===== config.mk =====
export PLATFORM = sky130hd
export DESIGN_NAME = oodg_top
export DESIGN_NICKNAME = d
export VERILOG_FILES = /design/src/verilog/oodg_pkg.sv /design/src/verilog/oodg_decode.sv /design/src/verilog/oodg_top.sv
export SDC_FILE = /design/constraint.sdc
export NUM_CORES = 1
export LEC_CHECK = 0
export ABC_AREA = 0
export BUFFER_PORTS_ARGS = -buffer_cell sky130_fd_sc_hd__buf_2
export CAP_MARGIN = 0
export CORE_UTILIZATION = 61
export DETAILED_ROUTE_END_ITERATION = 10
export GPL_TIMING_DRIVEN = 0
export HOLD_SLACK_MARGIN = 0.03
export PLACE_DENSITY_LB_ADDON = 0.12
export SYNTH_ARGS = -nofsm -noshare
export SYNTH_HDL_FRONTEND = slang
export SYNTH_HIERARCHICAL = 1
export SYNTH_SLANG_ARGS = --single-unit
export TNS_END_PERCENT = 10

===== constraint.sdc =====
create_clock -name clk -period 12 [get_ports clk]
set_clock_uncertainty 0.15 [all_clocks]
set_input_delay 1.2 -clock clk [delete_from_list [all_inputs] [get_ports clk]]
set_output_delay 1.2 -clock clk [all_outputs]
set_load 0.02 [all_outputs]

===== src/verilog/oodg_pkg.sv =====
// constants and types for the output offset decode and gating block
package oodg_pkg;
  // converter code width (ratio in 1/64 steps of the supply)
  localparam int ADC_W = 6;
  // offset code: count of 25 mV steps, 0..32 (32 = 800 mV)
  localparam int OFS_W = 6;
  localparam logic [5:0] OFS_STEP_MV = 6'h19;
  localparam logic [5:0] OFS_MAX_CODE = 6'h20;
  localparam logic [5:0] OFS_TOP_BAND = 6'h1e;
  localparam logic [5:0] OFS_ZERO = 6'h00;
  // ratio thresholds in 1/64 units: 0.046875 = 3/64, 0.984375 = 63/64
  localparam logic [5:0] RATIO_ZERO_LIM = 6'h03;
  localparam logic [5:0] RATIO_FULL_LIM = 6'h3f;
  // reference width in mV units
  localparam int REF_W = 12;
  localparam logic [11:0] REF_RST = 12'h000;
  // operating states of the regulator
  typedef enum logic [2:0] {
    OODG_OFF = 3'b000,
    OODG_SOFT_START = 3'b001,
    OODG_BOOT = 3'b010,
    OODG_NORMAL = 3'b011,
    OODG_FIXED = 3'b100
  } oodg_state_t;
  // converter sequencer states
  typedef enum logic [1:0] {
    OODG_SEL_CORE = 2'b00,
    OODG_WAIT_CORE = 2'b01,
    OODG_SEL_NB = 2'b10,
    OODG_WAIT_NB = 2'b11
  } oodg_seq_t;
endpackage : oodg_pkg


===== src/verilog/oodg_decode.sv =====
// ratio code to offset step decoder
`timescale 1ns/1ns
`default_nettype none
module oodg_decode
(
  // clock and reset
  input wire logic clk,
  input wire logic sys_rst,
  // conversion result
  input wire logic load,
  input wire logic [oodg_pkg::ADC_W-1:0] ratio,
  // held offset code
  output logic [oodg_pkg::OFS_W-1:0] code_q
);
  logic [oodg_pkg::OFS_W-1:0] code_d;
  logic [oodg_pkg::OFS_W-1:0] band;

  always_comb
  begin
    // each 2/64 band from 3/64 up adds one 25 mV step
    band = 6'((ratio - oodg_pkg::RATIO_ZERO_LIM) >> 1) + 6'h01;
    code_d = code_q;
    if (load)
    begin
      if (ratio < oodg_pkg::RATIO_ZERO_LIM)
        code_d = oodg_pkg::OFS_ZERO;
      else if (ratio >= oodg_pkg::RATIO_FULL_LIM)
        code_d = oodg_pkg::OFS_MAX_CODE;
      else if (band > oodg_pkg::OFS_TOP_BAND)
        code_d = oodg_pkg::OFS_TOP_BAND;
      else
        code_d = band;
    end
  end

  always_ff @(posedge clk)
  begin
    if (sys_rst)
      code_q <= oodg_pkg::OFS_ZERO;
    else
      code_q <= code_d;
  end
endmodule : oodg_decode
`default_nettype wire


===== src/verilog/oodg_top.sv =====
// output offset decode and gating for core and northbridge rails
`timescale 1ns/1ns
`default_nettype none
module oodg_top
(
  // clock and reset
  input wire logic clk,
  input wire logic sys_rst,
  // shared converter (pin select out, result in, done from pins domain)
  output logic adc_sel_nb_q,
  output logic adc_start_q,
  input wire logic adc_done,
  input wire logic [oodg_pkg::ADC_W-1:0] adc_ratio,
  // operating mode and sequence inputs
  input wire logic serial_vid_mode,
  input wire logic fixed_voltage_test_mode,
  input wire logic power_good_input,
  input wire logic soft_start_active,
  input wire logic vid_code_valid,
  // reference values before offset
  input wire logic [oodg_pkg::REF_W-1:0] reference_dac_value,
  input wire logic [oodg_pkg::REF_W-1:0] nb_reference_dac_value,
  // outputs
  output logic [oodg_pkg::REF_W-1:0] core_target_q,
  output logic [oodg_pkg::REF_W-1:0] nb_target_q,
  output logic [oodg_pkg::OFS_W-1:0] core_offset_q,
  output logic [oodg_pkg::OFS_W-1:0] northbridge_offset_pin_q,
  output logic core_offset_on_q,
  output logic northbridge_offset_pin_on_q,
  output logic normal_q
);
  // pin synchronisers (mode straps and converter handshake)
  logic [1:0] ser_s_q, fix_s_q, pg_s_q, ss_s_q, vid_s_q, done_s_q;
  logic done_prev_q;
  logic done_rise;

  always_ff @(posedge clk)
  begin
    if (sys_rst)
    begin
      ser_s_q <= 2'b00;
      fix_s_q <= 2'b00;
      pg_s_q <= 2'b00;
      ss_s_q <= 2'b00;
      vid_s_q <= 2'b00;
      // reset high: a done left standing from before reset is no new edge
      done_s_q <= 2'b11;
      done_prev_q <= 1'b1;
    end
    else
    begin
      ser_s_q <= {ser_s_q[0], serial_vid_mode};
      fix_s_q <= {fix_s_q[0], fixed_voltage_test_mode};
      pg_s_q <= {pg_s_q[0], power_good_input};
      ss_s_q <= {ss_s_q[0], soft_start_active};
      vid_s_q <= {vid_s_q[0], vid_code_valid};
      done_s_q <= {done_s_q[0], adc_done};
      done_prev_q <= done_s_q[1];
    end
  end

  assign done_rise = done_s_q[1] & ~done_prev_q;

  // converter sequencer: alternate core and northbridge pins
  oodg_pkg::oodg_seq_t seq_q, seq_d;
  logic sel_nb_d, start_d;
  logic load_core, load_nb;

  always_comb
  begin
    seq_d = seq_q;
    sel_nb_d = adc_sel_nb_q;
    start_d = 1'b0;
    load_core = 1'b0;
    load_nb = 1'b0;
    case (seq_q)
      oodg_pkg::OODG_SEL_CORE:
      begin
        sel_nb_d = 1'b0;
        start_d = 1'b1;
        seq_d = oodg_pkg::OODG_WAIT_CORE;
      end
      oodg_pkg::OODG_WAIT_CORE:
        if (done_rise)
        begin
          load_core = 1'b1;
          seq_d = oodg_pkg::OODG_SEL_NB;
        end
      oodg_pkg::OODG_SEL_NB:
      begin
        sel_nb_d = 1'b1;
        start_d = 1'b1;
        seq_d = oodg_pkg::OODG_WAIT_NB;
      end
      oodg_pkg::OODG_WAIT_NB:
        if (done_rise)
        begin
          load_nb = 1'b1;
          seq_d = oodg_pkg::OODG_SEL_CORE;
        end
      default:
        seq_d = oodg_pkg::OODG_SEL_CORE;
    endcase
  end

  always_ff @(posedge clk)
  begin
    if (sys_rst)
    begin
      seq_q <= oodg_pkg::OODG_SEL_CORE;
      adc_sel_nb_q <= 1'b0;
      adc_start_q <= 1'b0;
    end
    else
    begin
      seq_q <= seq_d;
      adc_sel_nb_q <= sel_nb_d;
      adc_start_q <= start_d;
    end
  end

  // one decoder per rail, shared converter result
  logic [oodg_pkg::OFS_W-1:0] core_code, nb_code;

  oodg_decode u_core_dec
  (
    .clk(clk),
    .sys_rst(sys_rst),
    .load(load_core),
    .ratio(adc_ratio),
    .code_q(core_code)
  );

  oodg_decode u_nb_dec
  (
    .clk(clk),
    .sys_rst(sys_rst),
    .load(load_nb),
    .ratio(adc_ratio),
    .code_q(nb_code)
  );

  // operating state
  oodg_pkg::oodg_state_t st_q, st_d;

  always_comb
  begin
    st_d = st_q;
    if (fix_s_q[1])
      st_d = oodg_pkg::OODG_FIXED;
    else
      case (st_q)
        oodg_pkg::OODG_OFF:
          if (ss_s_q[1])
            st_d = oodg_pkg::OODG_SOFT_START;
        oodg_pkg::OODG_SOFT_START:
          if (!ss_s_q[1])
            st_d = oodg_pkg::OODG_BOOT;
        oodg_pkg::OODG_BOOT:
          if (pg_s_q[1] && vid_s_q[1])
            st_d = oodg_pkg::OODG_NORMAL;
        oodg_pkg::OODG_NORMAL:
          if (!pg_s_q[1])
            st_d = oodg_pkg::OODG_BOOT;
        oodg_pkg::OODG_FIXED:
          st_d = oodg_pkg::OODG_OFF;
        default:
          st_d = oodg_pkg::OODG_OFF;
      endcase
    if (ss_s_q[1] && !fix_s_q[1])
      st_d = oodg_pkg::OODG_SOFT_START;
  end

  // mode gate and target sum
  logic core_on_d, nb_on_d, normal_d;
  logic [oodg_pkg::OFS_W-1:0] core_ofs_d, nb_ofs_d;
  logic [oodg_pkg::REF_W-1:0] core_tgt_d, nb_tgt_d;

  always_comb
  begin
    normal_d = (st_q == oodg_pkg::OODG_NORMAL);
    // soft-start, boot, fixed and off all withhold
    core_on_d = normal_d;
    nb_on_d = normal_d & ser_s_q[1];
    core_ofs_d = core_on_d ? core_code : oodg_pkg::OFS_ZERO;
    nb_ofs_d = nb_on_d ? nb_code : oodg_pkg::OFS_ZERO;
    // offset in mV added to the reference target
    core_tgt_d = reference_dac_value
      + 12'(core_ofs_d) * 12'(oodg_pkg::OFS_STEP_MV);
    nb_tgt_d = nb_reference_dac_value
      + 12'(nb_ofs_d) * 12'(oodg_pkg::OFS_STEP_MV);
  end

  always_ff @(posedge clk)
  begin
    if (sys_rst)
    begin
      st_q <= oodg_pkg::OODG_OFF;
      core_offset_on_q <= 1'b0;
      northbridge_offset_pin_on_q <= 1'b0;
      normal_q <= 1'b0;
      core_offset_q <= oodg_pkg::OFS_ZERO;
      northbridge_offset_pin_q <= oodg_pkg::OFS_ZERO;
      core_target_q <= oodg_pkg::REF_RST;
      nb_target_q <= oodg_pkg::REF_RST;
    end
    else
    begin
      st_q <= st_d;
      core_offset_on_q <= core_on_d;
      northbridge_offset_pin_on_q <= nb_on_d;
      normal_q <= normal_d;
      core_offset_q <= core_ofs_d;
      northbridge_offset_pin_q <= nb_ofs_d;
      core_target_q <= core_tgt_d;
      nb_target_q <= nb_tgt_d;
    end
  end
endmodule : oodg_top
`default_nettype wire

==> flow_summary.toml <==
[run_status]
outcome = "completed"

[sta]
fmax_mhz = 220
max-slew-margin-rel_pct = 60.0
period_share_pct = 37.8
period_minus_slack_ns = 4.54
tns_ns = 0
rsz0062_at_grt = "false"
hold_viol = 0
slew_viol_final = 0
finalSetupViolCount = 0
holdWs_ns = 0.285
worst_pin_slew_ns = 0.596

[pwr]
total_power_uw = 560
cellPowerDensity_nw_per_um2 = 107
p_leak_nw = 2.69
peakVddDrop_mv = 0.100

[clock_network]
htree_num_levels = 3
cts-resized-gates = 0
numCtsBuffers = 9
clockBufferDepth = 2
cts_tree = "built"
clock_latency_ns = 0.35
cts_hold_buffers = 0
clkTransAtPathRegs_ns = 0.07
cts_sinks = 70
cts_root_buf = "clkbuf_8"
cts_setup_buffers = 0

[global_routing]
grt_overflow_total = 0
grt_pass1_vias = 3401
grt_pass1_wl_um = 15100
grtUsageTotal_pct = 25.5
grt_max_degree = 14
antenna_found_initial = 0

[floorplan]
core_area_sq_um = 6940
die_w_um = 87.9
num_rows = 30
die_y_um = 87.9
design.die.area_sq_um = 7730
ios = 79
start_util_pct = 64.9

[detailed_routing]
routed_wl_um = 9150
drtIter0Drc = 104
dr.pass1.iters = 4
via_per_inst = 5.29
vias = 3434
drc = 0
wl_per_cell_um = 14.1
ant_nets = 0

[synth]
synth.distinct_cells = 50
synth-seq-area-share_pct = 31.1
synth_area_leader_cell = "dfxtp_1"
netlist_instances = 461
syn-mean-instance-area_sq_um = 9.77
ys_ff_latch = 70
synth_common_cells = "dfxtp_1, ha_1, inv_1, nor2_1, a21oi_1"
synth_edf_count = 0
syn-cell-area_sq_um = 4500
syn_nets = 585
synthFlopType = "dfxtp_1"
async_flop_share_pct = 0
synthTopCellsByArea = "dfxtp_1, ha_1, fa_1, inv_1, nor2b_1"
synth_top_area_share_pct = 31.1
ys_warn_count = 6

[worst_hold_path]
min_path_type = "reg2reg"

[critical_path]
end_kind = "flip-flop"
cp_max_fo = 10
cp_data_arrival_time_ns = 4.62
critPathLaunchType = "flip-flop"
worstPathRequired_ns = 12.08
criticalPathCategory = "reg2reg"

[flow_run]
max_cap_violations = 0

[placed_design]
gp_congestion = 0.840
hpwlAfterDp_um = 7240
numPortBuffers = 77

[final_layout]
final_core_utilization_pct = 75.3
fillers = 508
drive_gt1_share_pct = 22.2
nets = 673
syn2layout_area_growth_pct = 16.1
diodes = 0
## final cells by class
type                            count  area, sq um  area share (%)
Sequential cell                    70         1400            26.8
Multi-Input combinational cell    330         2850            54.4
Tap cell                           96          120            2.30
Inverter                           50          188            3.59
Timing Repair Buffer               77          385            7.37
Clock buffer                       11          151            2.89
Buffer                             11         67.6            1.29
Clock inverter                      4         70.1            1.34
## where the power goes
group	leakage (nW)	switching (mW)	internal, mW
clock	0.115	0.0857	0.127
sequential	0.574	0.00599	0.244
combinational	2.00	0.0566	0.0410
total	2.69	0.148	0.412
## placed cells by master (no fill, tap or decap), types with 3 or more instances in the layout
cell type and n:
a211oi_1 6, a21o_1 5, a21oi_1 22, a2bb2oi_1 4
a311oi_2 3, a32o_1 4, and2_1 19, and3_1 14
buf_2 77, buf_6 3, clkbuf_1 7, clkbuf_8 11
dfxtp_1 70, fa_1 16, ha_1 70, inv_1 50
nand2_1 15, nand2b_1 5, nand3_1 4, nand4b_1 3
nor2_1 27, nor2b_1 20, nor3_1 12, o21a_1 12
o21ai_0 9, or2_2 5, or3_1 3, xnor2_1 7
xor2_1 9, xor2_2 4
## state kept, by name (all words and copies together), names as in the netlist, 2 cells and up
register                  cells
core_target_q                12
nb_target_q                  12
core_offset_q                 6
northbridge_offset_pin_q      6
u_core_dec/code_q             6
u_nb_dec/code_q               6
st_q                          3
done_s_q                      2
fix_s_q                       2
pg_s_q                        2
seq_q                         2
ser_s_q                       2
ss_s_q                        2
vid_s_q                       2
## per-stage QoR
step | area (sq um) | instances | worst slack, ns
after floorplan | 4500 | 461 | 7.69
after global placement | 5010 | 634 | 7.47
after detailed placement | 5010 | 634 | 7.44
after CTS | 5230 | 649 | 7.50
after global routing | 5230 | 649 | 7.24
final | 5230 | 649 | 7.46
## worst max-delay path, stage by stage, from the launching register on
cell	delay (ns)
dfxtp_1	0.35
nand2_1	0.09
nor2_1	0.23
clkbuf_1	0.32
and3_1	0.28
ha_1	0.25
inv_1	0.07
fa_1	0.45
fa_1	0.55
inv_1	0.04
ha_1	0.35
o21a_1	0.19
o31a_1	0.13
or4_1	0.40
a31oi_1	0.22
mux2_1	0.34
## final timing paths
path / start / cells after the start / slack (ns) / endpoint
worst max-delay path: st_q[0] / 15 / 7.46 / nb_target_q[10]
worst max register to register: st_q[0] / 15 / 7.46 / nb_target_q[10]
worst min register to register: done_s_q[0] / 1 / 0.29 / done_s_q[1]
worst min-delay path: done_s_q[0] / 1 / 0.29 / done_s_q[1]
## logic make-up (layout without fill, tap and decap cells)
| logic type | count (synthesis) | in the layout | share of synthesized area [%] |
|---|---|---|---|
| AND/OR/NAND/NOR | 146 | 146 | 19.0 |
| adder cells (fa/ha/maj) | 88 | 88 | 27.1 |
| AO/OA/AOI/OAI | 73 | 73 | 11.4 |
| flip-flops | 70 | 70 | 31.1 |
| buffers and inverters | 61 | 153 | 5.67 |
| XOR/XNOR | 22 | 22 | 5.56 |
| multiplexers | 1 | 1 | 0.250 |
## routing by layer
| metal | GRT usage, % | share of wire, % | vias to the layer above |
|---|---|---|---|
| li1 | - | - | 1740 |
| met1 | 31.7 | 45 | 1576 |
| met2 | 43.3 | 48 | 99 |
| met3 | 4.15 | 4.5 | 19 |
| met4 | 11.6 | 2.2 | 0 |
| met5 | 0 | 0 | - |
(Power assumes the default switching activity.)
